===== src/hw/qdac_pkg.sv =====
// Constants shared by the four-channel converter load logic
package qdac_pkg;
   // Register port geometry
   localparam int ADDR_W = 8;
   localparam int DATA_W = 32;
   localparam int WORD_W = 12;
   localparam int VAL_W  = 10;
   localparam int SEL_W  = 2;
   localparam int NUM_CH = 4;

   // Register offsets (byte addresses, one word each)
   localparam logic [7:0] OFS_LOAD = 8'h00;
   localparam logic [7:0] OFS_FIRST_CH = 8'h04;
   localparam logic [7:0] OFS_CH1  = 8'h08;
   localparam logic [7:0] OFS_CH2  = 8'h0C;
   localparam logic [7:0] OFS_CH3  = 8'h10;
   localparam logic [7:0] OFS_STAT = 8'h14;

   // Load word fields: word bit 0 (most significant) sits at data bit 11
   localparam int SEL_MSB = 11;
   localparam int SEL_LSB = 10;
   localparam int VAL_MSB = 9;

   // Status register bit positions
   localparam int STAT_PWR_LOW = 0;
   localparam int STAT_START   = 1;
   localparam int STAT_BACKUP  = 2;
   localparam int STAT_NORMAL  = 3;

   // Reset values and straight binary code points
   localparam logic [9:0]  VAL_RST   = 10'h000;
   localparam logic [11:0] WORD_RST  = 12'h000;
   localparam logic [9:0]  CODE_ZERO = 10'h000;
   localparam logic [9:0]  CODE_HALF = 10'h200;
   localparam logic [9:0]  CODE_FULL = 10'h3FF;

   // Settling interval the controller must leave between conversions
   localparam int CLK_PERIOD_NS = 20;
   localparam int SETTLE_NS     = 50000;
   localparam int SETTLE_CYC    = (SETTLE_NS + CLK_PERIOD_NS - 1) / CLK_PERIOD_NS;
endpackage


===== src/hw/qdac_load_if.sv =====
// Load and clear signals from the decode logic to the channel buffers
`timescale 1ns/10ps
interface qdac_load_if;
   logic [qdac_pkg::NUM_CH-1:0] load_en;
   logic [qdac_pkg::VAL_W-1:0]  value;
   logic                        clear;

   modport ctrl
   (
      output load_en,
      output value,
      output clear
   );
   modport chan
   (
      input  load_en,
      input  value,
      input  clear
   );
endinterface


===== src/hw/qdac_chan_buf.sv =====
// One channel input buffer register
`timescale 1ns/10ps
module qdac_chan_buf
#(
   parameter int CH_IDX = 0
)
(
   // Clock and reset
   input  wire logic                       core_clk_i,
   input  wire logic                       rst_i,
   // Load and clear from the decode logic
   qdac_load_if.chan                       lif,
   // Held conversion value
   output logic [qdac_pkg::VAL_W-1:0]      value_o
);

   logic [qdac_pkg::VAL_W-1:0] next_value;

   // Clear takes priority: a start pulse with the normal power strap fitted and no backup strap must leave every channel at zero
   always_comb
   begin
      next_value = value_o;
      if (lif.clear)
      begin
         next_value = qdac_pkg::VAL_RST; // RQ11
      end
      else if (lif.load_en[CH_IDX])
      begin
         next_value = lif.value; // RQ1
      end
   end

   always_ff @(posedge core_clk_i or posedge rst_i)
   begin
      if (rst_i)
      begin
         value_o <= qdac_pkg::VAL_RST;
      end
      else
      begin
         value_o <= next_value;
      end
   end
endmodule


===== src/hw/qdac_load_logic.sv =====
// Load logic of the four-channel 10-bit converter output module
// Overview of operation
// [RQ1] Four channels, each with a 10-bit buffer keeping the last value written.
// [RQ2] Word bits 02 to 11 (bit 0 most significant) are the conversion value.
// [RQ3] Word bits 0 and 1 select the channel: 00 to 11 pick channels 0 to 3.
// [RQ4] One write captures select and value together; only that channel changes.
// [RQ5] The controller gives a channel select with every word; none is remembered.
// [RQ6] Values are straight binary: 0000 zero, 1000 half, 1777 full less one step.
// [RQ7] Low or lost computer power forces the load strobe inactive.
// [RQ8] With the backup strap fitted, start does not clear the buffers.
// [RQ9] No status bit; the controller waits the settling time, up to 50 us.
// [RQ10] Only a load instruction addressed to this module changes a buffer.
// [RQ11] With the normal power strap fitted, start clears all buffers to zero.
//
// Our own choices: the register addresses and strobed register access.
`timescale 1ns/10ps
module qdac_load_logic
(
   // Clock and reset
   input  wire logic                        core_clk_i,
   input  wire logic                        rst_i,
   // Register port
   input  wire logic [qdac_pkg::ADDR_W-1:0] addr_i,
   input  wire logic [qdac_pkg::DATA_W-1:0] wdata_i,
   input  wire logic                        wr_i,
   input  wire logic                        rd_i,
   output logic      [qdac_pkg::DATA_W-1:0] rdata_o,
   // Supply monitor, start and straps (asynchronous pins)
   input  wire logic                        power_low_i,
   input  wire logic                        start_i,
   input  wire logic                        backup_supply_strap_i,
   input  wire logic                        normal_power_strap_i,
   // Buffered conversion values
   output logic      [qdac_pkg::VAL_W-1:0]  first_output_channel_o,
   output logic      [qdac_pkg::VAL_W-1:0]  dac_ch1_o,
   output logic      [qdac_pkg::VAL_W-1:0]  dac_ch2_o,
   output logic      [qdac_pkg::VAL_W-1:0]  dac_ch3_o
);

   ////////////////////////////////////////////////////////////////////////////
   // Pin synchronisers
   logic [3:0] pin_meta;
   logic [3:0] pin_sync;
   logic       pwr_low_s;
   logic       start_s;
   logic       backup_s;
   logic       normal_s;

   always_ff @(posedge core_clk_i or posedge rst_i)
   begin
      if (rst_i)
      begin
         pin_meta <= 4'h0;
         pin_sync <= 4'h0;
      end
      else
      begin
         pin_meta <= {normal_power_strap_i, backup_supply_strap_i, start_i, power_low_i};
         pin_sync <= pin_meta;
      end
   end

   assign pwr_low_s = pin_sync[0];
   assign start_s   = pin_sync[1];
   assign backup_s  = pin_sync[2];
   assign normal_s  = pin_sync[3];

   ////////////////////////////////////////////////////////////////////////////
   // Load decode
   qdac_load_if lif ();

   logic [qdac_pkg::SEL_W-1:0] wsel;
   logic [qdac_pkg::VAL_W-1:0] wval;
   logic                       load_hit;
   logic                       load_fire;
   logic                       clear_req;
   logic [qdac_pkg::VAL_W-1:0] ch_val [qdac_pkg::NUM_CH];

   assign wsel      = wdata_i[qdac_pkg::SEL_MSB:qdac_pkg::SEL_LSB]; // RQ3
   assign wval      = wdata_i[qdac_pkg::VAL_MSB:0]; // RQ2
   assign load_hit  = wr_i && (addr_i == qdac_pkg::OFS_LOAD); // RQ10
   assign load_fire = load_hit && !pwr_low_s; // RQ7
   // Backup strap wins if both are fitted, so analog output survives restoration
   assign clear_req = start_s && normal_s && !backup_s; // RQ8

   always_comb
   begin
      lif.clear   = clear_req; // RQ11
      lif.value   = wval; // RQ6
      lif.load_en = load_fire ? (4'h1 << wsel) : 4'h0; // RQ4
   end

   genvar gi;
   generate
      for (gi = 0; gi < qdac_pkg::NUM_CH; gi++)
      begin : g_ch
         qdac_chan_buf #(.CH_IDX(gi)) u_buf
         (
            .core_clk_i (core_clk_i),
            .rst_i      (rst_i),
            .lif        (lif),
            .value_o    (ch_val[gi])
         );
      end
   endgenerate

   assign first_output_channel_o = ch_val[0];
   assign dac_ch1_o              = ch_val[1];
   assign dac_ch2_o              = ch_val[2];
   assign dac_ch3_o              = ch_val[3];

   ////////////////////////////////////////////////////////////////////////////
   // Last accepted word and read data
   logic [qdac_pkg::WORD_W-1:0] last_word;
   logic [qdac_pkg::WORD_W-1:0] next_last_word;
   logic [qdac_pkg::DATA_W-1:0] next_rdata;

   always_comb
   begin
      next_last_word = last_word;
      if (load_fire)
      begin
         next_last_word = wdata_i[qdac_pkg::WORD_W-1:0];
      end
      next_rdata = 32'h0000_0000;
      if (rd_i)
      begin
         if (addr_i == qdac_pkg::OFS_LOAD)
         begin
            next_rdata = {20'h00000, last_word};
         end
         else if (addr_i == qdac_pkg::OFS_FIRST_CH)
         begin
            next_rdata = {22'h0, ch_val[0]};
         end
         else if (addr_i == qdac_pkg::OFS_CH1)
         begin
            next_rdata = {22'h0, ch_val[1]};
         end
         else if (addr_i == qdac_pkg::OFS_CH2)
         begin
            next_rdata = {22'h0, ch_val[2]};
         end
         else if (addr_i == qdac_pkg::OFS_CH3)
         begin
            next_rdata = {22'h0, ch_val[3]};
         end
         else if (addr_i == qdac_pkg::OFS_STAT)
         begin
            next_rdata[qdac_pkg::STAT_PWR_LOW] = pwr_low_s;
            next_rdata[qdac_pkg::STAT_START]   = start_s;
            next_rdata[qdac_pkg::STAT_BACKUP]  = backup_s;
            next_rdata[qdac_pkg::STAT_NORMAL]  = normal_s;
         end
      end
   end

   always_ff @(posedge core_clk_i or posedge rst_i)
   begin
      if (rst_i)
      begin
         last_word <= qdac_pkg::WORD_RST;
         rdata_o   <= 32'h0000_0000;
      end
      else
      begin
         last_word <= next_last_word;
         rdata_o   <= next_rdata;
      end
   end
endmodule


===== config.mk =====
export PLATFORM = sky130hd
export DESIGN_NAME = qdac_load_logic
export DESIGN_NICKNAME = d
export VERILOG_FILES = /design/src/hw/qdac_pkg.sv /design/src/hw/qdac_load_if.sv /design/src/hw/qdac_chan_buf.sv /design/src/hw/qdac_load_logic.sv
export SDC_FILE = /design/constraint.sdc
export NUM_CORES = 1
export LEC_CHECK = 0
export BUFFER_PORTS_ARGS = -buffer_cell sky130_fd_sc_hd__buf_2
export CORE_MARGIN = 5
export CORE_UTILIZATION = 40
export CTS_CLUSTER_DIAMETER = 60
export DETAILED_ROUTE_END_ITERATION = 8
export PLACE_DENSITY = 0.66
export RECOVER_POWER = 25
export SYNTH_ARGS = -nofsm -noshare
export SYNTH_HDL_FRONTEND = slang
export SYNTH_SLANG_ARGS = --single-unit

===== constraint.sdc =====
create_clock -name core_clk_i -period 3.3 [get_ports core_clk_i]
set_input_delay 0.33 -clock core_clk_i [delete_from_list [all_inputs] [get_ports core_clk_i]]
set_output_delay 0.33 -clock core_clk_i [all_outputs]
set_load 0.01 [all_outputs]

==> results of run 1 <==
## cells by family (layout without fill, tap and decap cells)
kind of cell | after synthesis | after routing
simple gates | 99 | 99
flops | 72 | 72
compound gates | 50 | 50
buf+inv | 50 | 114
mux | 47 | 47
other cells | 1 | 20
## report_power, final
group / internal [mW] / leakage [nW] / total, mW / switching [mW]
clock network: 0.327 / 0.0886 / 0.625 / 0.298
logic: 0.0358 / 1.10 / 0.122 / 0.0859
registers: 0.894 / 0.986 / 0.899 / 0.00556
## flip-flops by register name (all words and copies together) (netlist names)
register            cells
g_ch.u_buf.value_o     40
last_word              12
pin_meta                4
pin_sync                4
rdata_o                12
## critical path: stages
cell     delay, ps
buf_2          290
nor4_4         640
nand3_2        130
or3b_1         690
mux2i_1        210
## per-layer routing
layer | vias up | global-route usage, %
met3 | 8 | 4.98
li1 | 1231 | -
met4 | 0 | 5.75
met1 | 1331 | 23.7
met5 | - | 0
met2 | 92 | 27.4
## cells in the final DEF, fill, tap and decap left out, drive strengths merged, types with 14 or more instances in the layout
cell | synthesis | layout
dfrtp | 72 | 72
nand3 | 24 | 24
buf | 25 | 88
mux2 | 17 | 17
conb | 1 | 20
o21ai | 23 | 23
nand2 | 45 | 45
clkbuf | 13 | 14
mux2i | 30 | 30
## per-stage QoR
stage	power [mW]	cell area, um^2	utilization (%)	hold slack [ps]	worst slack (ps)
final	1.65	4030	48.8	92.3	1190
after global routing	1.71	4030	48.8	75.4	1010
after CTS	1.66	4030	48.8	79.9	1160
after detailed placement	1.04	3860	46.7	335	798
after global placement	1.03	3860	46.7	334	895
after floorplan	1.00	3460	-	331	1150
## final timing paths
kind / end / cells past startpoint / slack, ps
worst max-delay path: g_ch[1].u_buf.value_o[0]$_DFFE_PP0P_ / 5 / 1190
worst min-delay path: pin_meta[3]$_DFF_PP0_ / 1 / 90
worst max register to register: g_ch[1].u_buf.value_o[4]$_DFFE_PP0P_ / 4 / 1260
worst min register to register: pin_sync[2]$_DFF_PP0_ / 0 / 350
max in group asynchronous: g_ch[2].u_buf.value_o[3]$_DFFE_PP0P_ / 3 / 2070
min in group asynchronous: last_word[11]$_DFFE_PP0P_ / 2 / 390
## area by class of cell
class	count	area [um^2]	share of cell area, %
repair buffers	88	475	11.8
well taps	105	131	3.26
inverters	12	45.0	1.12
multi-input cells	216	1400	34.8
flip-flops and latches	72	1800	44.7
clock buffers	14	173	4.28
==> reports/qor.txt, run 1 <==
Status: finished, final reports clean
Slew margin rel.: 7.31%
Core box area: 8260 um^2
Yosys cell types: 31
Cell taking the most area after synthesis: dfrtp_1
EDFF count, synth: 0
Total grt overflow: 0
RSZ-0062 raised after global routing: false
Fin crit period: 2110 ps
CP required: 3500 ps
Antenna Nets Post-Route: 0
Top Metal Used: met4
Async set or reset register ratio after synthesis: 100%
Final Hold Fails: 0
Clock Sinks: 72
Initial antenna violation count: 0
Final Cycle Share: 63.8%
Max_cap viols: 0
IO Count: 120
Clk buf depth: 2
Post-Synthesis Cells: 319
# Post-CTS Setup Buffers: 0
Post-CTS sizing: 0
First-pass DRT Iterations: 5
Metal2 WL: 4.16 mm
Row count: 33
Die height: 102 um
Top cell type's share of synthesized area: 53.1%
Synth Area in Simple Gates: 14.7%
CTS Buf Count: 9
Avg Cell Area, Syn: 10.6 um^2
Die W: 102 um
Worst Setup End Kind: flop
Via density per instance: 5.25
Routed vias: 2662
Warnings from Yosys: 0
Clock transition at path regs: 70 ps
CTS tree: yes
Worst hold start: normal_power_strap_i
Lkg Pwr: 2.18 nW
Multiplexer fraction of the synthesized cell area: 14.5%
Most frequent cell after synthesis: dfrtp_1
Setup Skew: 7.01 ps
Slew Viols, Final: 0
Worst R2R Start: pin_sync[2]$_DFF_PP0_
Fraction of layout cells with a size suffix above 1: 31.6%
Peak supply drop: 0.000160 V
Gr usage total: 17.6%
DRC Markers: 0
Startpoint Class: input port
Post-synthesis sequential area ratio: 53.1%
Routed wl met3: 668 um
Hpwl dp: 6.43 mm
Top_reg_cell synth: dfrtp_1
Final setup violation count: 0
Synthesized area: 3390 um^2
DIE AREA: 10400 um^2
WL/cell: 17.5 um
FILL cells: 786
Largest net degree at the start of global routing: 39
Layout Nets: 447
Fmax: 475 MHz
PwrDens: 409 nW/um^2
Hold_buf cts: 0
TNS Setup: 0 ps
Critical path launch point: addr_i[2]
IO buf count: 79
List of most frequent post-synthesis cells: dfrtp_1 (72), nand2_1 (45), mux2i_1 (30), nand3_1 (23), o21ai_0 (23)
Clk root buf: clkbuf_8
Placed cell count: 493
GP Congestion: 0.795
Wirelength, routed: 8.88 mm
Synth Area in Adders: 0%
Area delta synth->final: 18.8%
Worst-margin pin slew: 1390 ps
Antenna diode count: 0
Yosys reg bits: 72
Dominant cells by area after synthesis: dfrtp_1 (53%), mux2i_1 (8.8%), mux2_2 (5.6%)
Met1 WL: 3.94 mm
XOR/XNOR share of the synthesized area: 0%
Combinational family with the most area after synthesis: simple AND/OR/NAND/NOR gates
Clock Latency Late Sink: 340 ps
Vias in the first global route: 2638
Final std cells w/o fill: 507
Initial drt markers: 155
Initial Utilization: 41.1%
Min-delay worst type: input port to flop
WP data arrival: 2300 ps
Synth Area in Compound Gates: 9.59%
CP Class: input port to flop
H-Tree Level Count: 3
Largest fanout on the critical path: 28
First-pass GRT wire length: 13.9 mm
Note: power is estimated with default switching activity, not from simulation.
==> run 2, diff against run 1 <==
--- a/config.mk
+++ b/config.mk
@@ -5,12 +5,13 @@
 export SDC_FILE = /design/constraint.sdc
 export NUM_CORES = 1
 export LEC_CHECK = 0
+export ABC_AREA = 1
 export BUFFER_PORTS_ARGS = -buffer_cell sky130_fd_sc_hd__buf_2
 export CORE_MARGIN = 5
 export CORE_UTILIZATION = 40
 export CTS_CLUSTER_DIAMETER = 60
 export DETAILED_ROUTE_END_ITERATION = 8
-export PLACE_DENSITY = 0.66
+export PLACE_DENSITY = 0.69
 export RECOVER_POWER = 25
 export SYNTH_ARGS = -nofsm -noshare
 export SYNTH_HDL_FRONTEND = slang
==> constraint.sdc (replaced) <==
create_clock -name core_clk_i -period 1.7 [get_ports core_clk_i]
set_input_delay 0.17 -clock core_clk_i [delete_from_list [all_inputs] [get_ports core_clk_i]]
set_output_delay 0.17 -clock core_clk_i [all_outputs]
set_load 0.01 [all_outputs]
==> run 2 against run 1 <==
- setup slack got worse by 910 ps
- power increased by 110%
- flip-flop and latch count unchanged
==> reports/qor.txt, run 2 <==
Async set or reset register ratio after synthesis: 100%
Warnings from Yosys: 0
Die W: 102 um
Routed vias: 3042
Clk buf depth: 2
# Post-CTS Setup Buffers: 0
Area delta synth->final: 22.2%
Reg2reg setup slack: 290 ps
Commonest non-fill, non-tap cells in the layout: nand2_1 (109), nand3_1 (75), dfrtp_1 (72)
IO Count: 120
TNS Setup: 0 ps
Total grt overflow: 0
Min-delay worst type: input port to flop
WL/cell: 15.3 um
Hold slack: 95.2 ps
Critical path launch point: addr_i[0]
FILL cells: 836
Post-Synthesis Cells: 419
IO buf count: 79
Commonest non-fill, non-tap cell in the layout: nand2_1
Worst Setup End Kind: flop
Startpoint Class: input port
Vias in the first global route: 2816
Fraction of layout cells with a size suffix above 1: 24.1%
Final Cycle Share: 83.4%
PwrDens: 824 nW/um^2
Cell taking the most area after synthesis: dfrtp_1
R2R Path End: g_ch[0].u_buf.value_o[9]$_DFFE_PP0P_
Crit path to: g_ch[3].u_buf.value_o[0]$_DFFE_PP0P_
Yosys cell types: 24
Top_reg_cell synth: dfrtp_1
Largest fanout on the critical path: 16
Max_cap viols: 0
Final Hold Fails: 0
Fmax: 705 MHz
Clock transition at path regs: 70 ps
Initial antenna violation count: 0
First-pass GRT wire length: 14.6 mm
Worst-margin pin slew: 1020 ps
Register-to-Register Path Depth: 5
RSZ-0062 raised after global routing: false
Clk root buf: clkbuf_8
Initial drt markers: 228
DIE AREA: 10500 um^2
First-pass DRT Iterations: 6
Antenna diode count: 0
Worst R2R Start: pin_sync[0]$_DFF_PP0_
CP Class: input port to flop
Avg Cell Area, Syn: 8.16 um^2
Hpwl dp: 7.11 mm
Die height: 102 um
GP Congestion: 0.858
Top cell type's share of synthesized area: 52.7%
Lkg Pwr: 2.32 nW
EDFF count, synth: 0
Slew margin rel.: 31.7%
CTS tree: yes
Largest register FFs: 40
Peak supply drop: 0.000362 V
Max stage delay cell, worst path: nand2_1
Setup Skew: 8.52 ps
Initial Utilization: 41.4%
Layout Nets: 561
Final setup violation count: 0
Clock Sinks: 72
Slew Viols, Final: 0
Worst stage delay on the critical path: 320 ps
Wirelength, routed: 9.51 mm
Final instance area: 4180 um^2
Reg with most FFs: g_ch.u_buf.value_o
CP required: 1930 ps
Placed cell area: 3940 um^2
Post-synthesis sequential area ratio: 52.7%
Gr usage total: 18.7%
Most used cell, CP: nand2_1
Row count: 33
Dominant cells by area after synthesis: dfrtp_1 (53%), nand2_1 (12%), nand3_1 (11%)
Core box area: 8260 um^2
Biggest regs: g_ch.u_buf.value_o (40), last_word (12), rdata_o (12)
Fin crit period: 1420 ps
Yosys reg bits: 72
DRC Markers: 0
Most frequent cell after synthesis: nand2_1
List of most frequent post-synthesis cells: nand2_1 (108), nand3_1 (75), dfrtp_1 (72), nor2_1 (27), inv_1 (23)
H-Tree Level Count: 3
WP data arrival: 1650 ps
Antenna Nets Post-Route: 0
Clock Latency Late Sink: 350 ps
Status: finished, final reports clean
Via density per instance: 4.88
Largest net degree at the start of global routing: 42
CTS Buf Count: 9
Synthesized area: 3420 um^2
CP Cell Sequence: buf_2 -> inv_2 -> nand2_2 -> nor2_4 -> nand2_1 -> clkinv_4 -> nand4_1 -> clkinv_1 -> nand2_1 -> nand2_1
-- run 2: cell types whose count changed after synthesis, moves of 8 or more --
cell | before | now
mux2_2 | 17 | 0
nand2_1 | 45 | 108
nor2_1 | 2 | 27
inv_2 | 0 | 8
a21oi_1 | 9 | 22
nand3_1 | 23 | 75
nand2b_1 | 12 | 0
inv_1 | 12 | 23
mux2i_1 | 30 | 0
-- run 2: worst min-delay path by stage --
stage,from,endpoint,cells past startpoint
after floorplan,power_low_i,pin_meta[0]$_DFF_PP0_,0
after global placement,rst_i,g_ch[0].u_buf.value_o[1]$_DFFE_PP0P_,2
after detailed placement,rst_i,g_ch[0].u_buf.value_o[1]$_DFFE_PP0P_,2
after CTS,wdata_i[7],last_word[7]$_DFFE_PP0P_,3
after global routing,wdata_i[4],last_word[4]$_DFFE_PP0P_,3
final,wdata_i[7],last_word[7]$_DFFE_PP0P_,3
-- run 2: routing by layer --
layer  vias up  GRT usage, %  wire length [um]
li1       1497             -                 -
met5         -             0                 0
met1      1410          25.2              3890
met2       111          28.7              4610
met4         0          10.1               344
met3        24          3.41               663
-- run 2: power breakdown --
| part | leakage (nW) | internal, mW | switching (mW) |
|---|---|---|---|
| logic | 1.23 | 0.0732 | 0.173 |
| clock network | 0.104 | 0.827 | 0.628 |
| registers | 0.986 | 1.73 | 0.0103 |
-- run 2: layout make-up --
cell class,instances,area (um^2),area share [%]
sequential,72,1800,43.1
multi-input combinational,293,1320,31.5
timing repair buffer,102,579,13.9
inverter,35,138,3.29
clock buffer,11,131,3.14
tap,105,131,3.14
clock inverter,5,81.3,1.95
-- run 2: kinds of logic (layout without fill, tap and decap cells) --
| logic type | Yosys count | count (layout) | share of synthesized area (%) |
|---|---|---|---|
| and+or+nand+nor | 229 | 229 | 30.0 |
| buffers and inverters | 73 | 153 | 10.8 |
| DFF | 72 | 72 | 52.7 |
| AOI/OAI and AO/OA | 44 | 44 | 6.44 |
| other | 1 | 20 | 0.110 |
-- run 2: timing repair --
item / 4_1_cts / 5_1_grt
gates resized for setup: 0 / 0
endpoints found under the hold margin: 24 / 0
hold buffers: 5 / 0
-- run 2: critical path, delay by kind of cell --
family | cells | cell delay, ps
buffers and inverters | 4 | 630
AND/OR/NAND/NOR | 6 | 840
-- run 2: through the flow --
step                power (mW)  std cells  setup WS (ps)  util [%]
finish                    3.44        623            283      50.6
global route              3.57        623            139      50.6
CTS                       3.48        623            296      50.8
detailed placement        2.01        602           98.4      47.7
global placement          2.01        602            150      47.7
floorplan                 1.93        438            495         -
==> run 3, diff against run 2 <==
==> constraint.sdc (replaced) <==
create_clock -name core_clk_i -period 1.3 [get_ports core_clk_i]
set_input_delay 0.13 -clock core_clk_i [delete_from_list [all_inputs] [get_ports core_clk_i]]
set_output_delay 0.13 -clock core_clk_i [all_outputs]
set_load 0.01 [all_outputs]
==> run 3 against run 2 <==
- clock skew about the same
- non-clock buffer count rose by 22
- sequential power is 31% higher
- clock power rose by 3%
- utilization grew 4.0 points
- global-route usage increased by 0.90 points
- count of clock-buffer cells in the layout fell by 1
- final area rose by 7.8%
- combinational power up 55%
- critical endpoint is now g_ch[0].u_buf.value_o[1]$_DFFE_PP0P_
==> reports/qor.txt, run 3 (synthesis results as in run 2) <==
Clock Sinks: 72
R2R Path End: g_ch[0].u_buf.value_o[1]$_DFFE_PP0P_
Startpoint Class: flop
Final Cycle Share: 99.4%
Hold slack: 51.3 ps
Slew margin rel.: 57.0%
Via density per instance: 4.93
Lkg Pwr: 2.48 nW
Commonest non-fill, non-tap cell in the layout: nand2_1
Die height: 102 um
Worst setup margin: 7.47 ps
Clk buf depth: 2
Vias in the first global route: 2903
Hpwl dp: 7.45 mm
Utilization after layout: 54.6%
Total power: 4.17 mW
First-pass GRT wire length: 15.3 mm
Worst Setup End Kind: flop
FF+latch area: 1800 um^2
Reg with most FFs: g_ch.u_buf.value_o
IO buf count: 79
CP required: 1540 ps
CTS tree: yes
DIE AREA: 10500 um^2
CP Cell Sequence: nand2_2 -> nor2_4 -> buf_6 -> inv_1 -> buf_12 -> nand3_1 -> nand2_1
Min-delay worst type: input port to flop
Initial antenna violation count: 0
Final setup violation count: 0
Multi-input gate area: 1400 um^2
FILL cells: 757
Fin crit period: 1290 ps
Top delay family on crit path: buffers and inverters
Placed cell count: 620
WL/cell: 15.8 um
Final Hold Fails: 0
Reg2reg setup slack: 7 ps
WP data arrival: 1530 ps
IO Count: 120
PwrDens: 925 nW/um^2
Clock Latency Late Sink: 350 ps
Largest fanout on the critical path: 40
Die W: 102 um
Slew Viols, Final: 0
Largest register FFs: 40
Layout Nets: 584
H-Tree Level Count: 3
Antenna Nets Post-Route: 0
Peak supply drop: 0.000410 V
Register-to-Register Path Depth: 7
Status: finished, final reports clean
Fmax: 774 MHz
Routed vias: 3183
Antenna diode count: 0
Worst stage delay on the critical path: 380 ps
Commonest non-fill, non-tap cells in the layout: nand2_1 (106), buf_2 (79), dfrtp_1 (72)
Worst hold start: wdata_i[2]
WP depth: 7
Buffers plus inverters on the worst setup path: 3
Fraction of layout cells with a size suffix above 1: 32.8%
Total grt overflow: 0
Largest net degree at the start of global routing: 41
First-pass DRT Iterations: 5
Worst-margin pin slew: 642 ps
Biggest regs: g_ch.u_buf.value_o (40), last_word (12), rdata_o (12)
DP Worst Slack: -65.1 ps
Area delta synth->final: 31.8%
Clock transition at path regs: 80 ps
CP Class: flop to flop
Initial Utilization: 41.4%
Setup Skew: 8.49 ps
Core box area: 8260 um^2
Worst R2R Start: pin_sync[3]$_DFF_PP0_
Wirelength, routed: 10.2 mm
Row count: 33
Max stage delay cell, worst path: dfrtp_1
Final std cells w/o fill: 645
Gr usage total: 19.6%
Clk root buf: clkbuf_8
Max_cap viols: 0
DRC Markers: 0
CTS Buf Count: 9
Worst Hold Path EP: last_word[2]$_DFFE_PP0P_
GP Congestion: 0.841
RSZ-0062 raised after global routing: true
Initial drt markers: 412
Worst Hold Depth: 3
run 3: worst max-delay path by stage:
stage                          startpoint                              endpoint  slack, ps
global route        pin_sync[0]$_DFF_PP0_  g_ch[0].u_buf.value_o[6]$_DFFE_PP0P_        -80
floorplan           pin_sync[0]$_DFF_PP0_  g_ch[0].u_buf.value_o[0]$_DFFE_PP0P_         90
finish              pin_sync[3]$_DFF_PP0_  g_ch[0].u_buf.value_o[1]$_DFFE_PP0P_          7
detailed placement              addr_i[4]  g_ch[2].u_buf.value_o[0]$_DFFE_PP0P_        -70
global placement                addr_i[4]  g_ch[2].u_buf.value_o[1]$_DFFE_PP0P_        -20
CTS                 pin_sync[0]$_DFF_PP0_  g_ch[3].u_buf.value_o[7]$_DFFE_PP0P_         50
run 3: cell type report:
type                       count  area share (%)
sequential                    72            40.0
multi-input combinational    293            31.1
timing repair buffer         124            19.0
inverter                      35            3.22
tap                          105            2.92
clock buffer                  10            2.83
clock inverter                 5           0.750
timing repair inverter         1           0.167
run 3: what timing repair did:
item                       CTS  global route
setup buffers                0             2
setup endpoints to repair    0            41
hold buffers                 5             0
resized for setup            0            28
hold endpoints to repair    13             0
run 3: per-stage QoR:
step                      TNS [ps]  instance area (um^2)
after floorplan                  0                  3490
final                            0                  4510
after global placement        -229                  4150
after global routing         -2130                  4510
after CTS                        0                  4360
after detailed placement     -1630                  4150
run 3: per-layer routing:
metal  vias up  routed length [um]  global-route usage, %
met3        27                 800                   4.10
met1      1460                4220                   27.6
met5         -                   0                      0
met4         0                 325                   8.17
li1       1539                   -                      -
met2       157                4840                   29.6
run 3: report_power, final:
part | total (mW) | leakage, nW | switching [mW] | internal [mW]
clock | 1.51 | 0.0785 | 0.826 | 0.681
sequential | 2.28 | 0.986 | 0.0148 | 2.26
combinational | 0.382 | 1.41 | 0.247 | 0.135
run 3: tightest hold or removal path, stage by stage:
cell	delay [ps]
buf_2	100
inv_1	60
o21ai_0	80
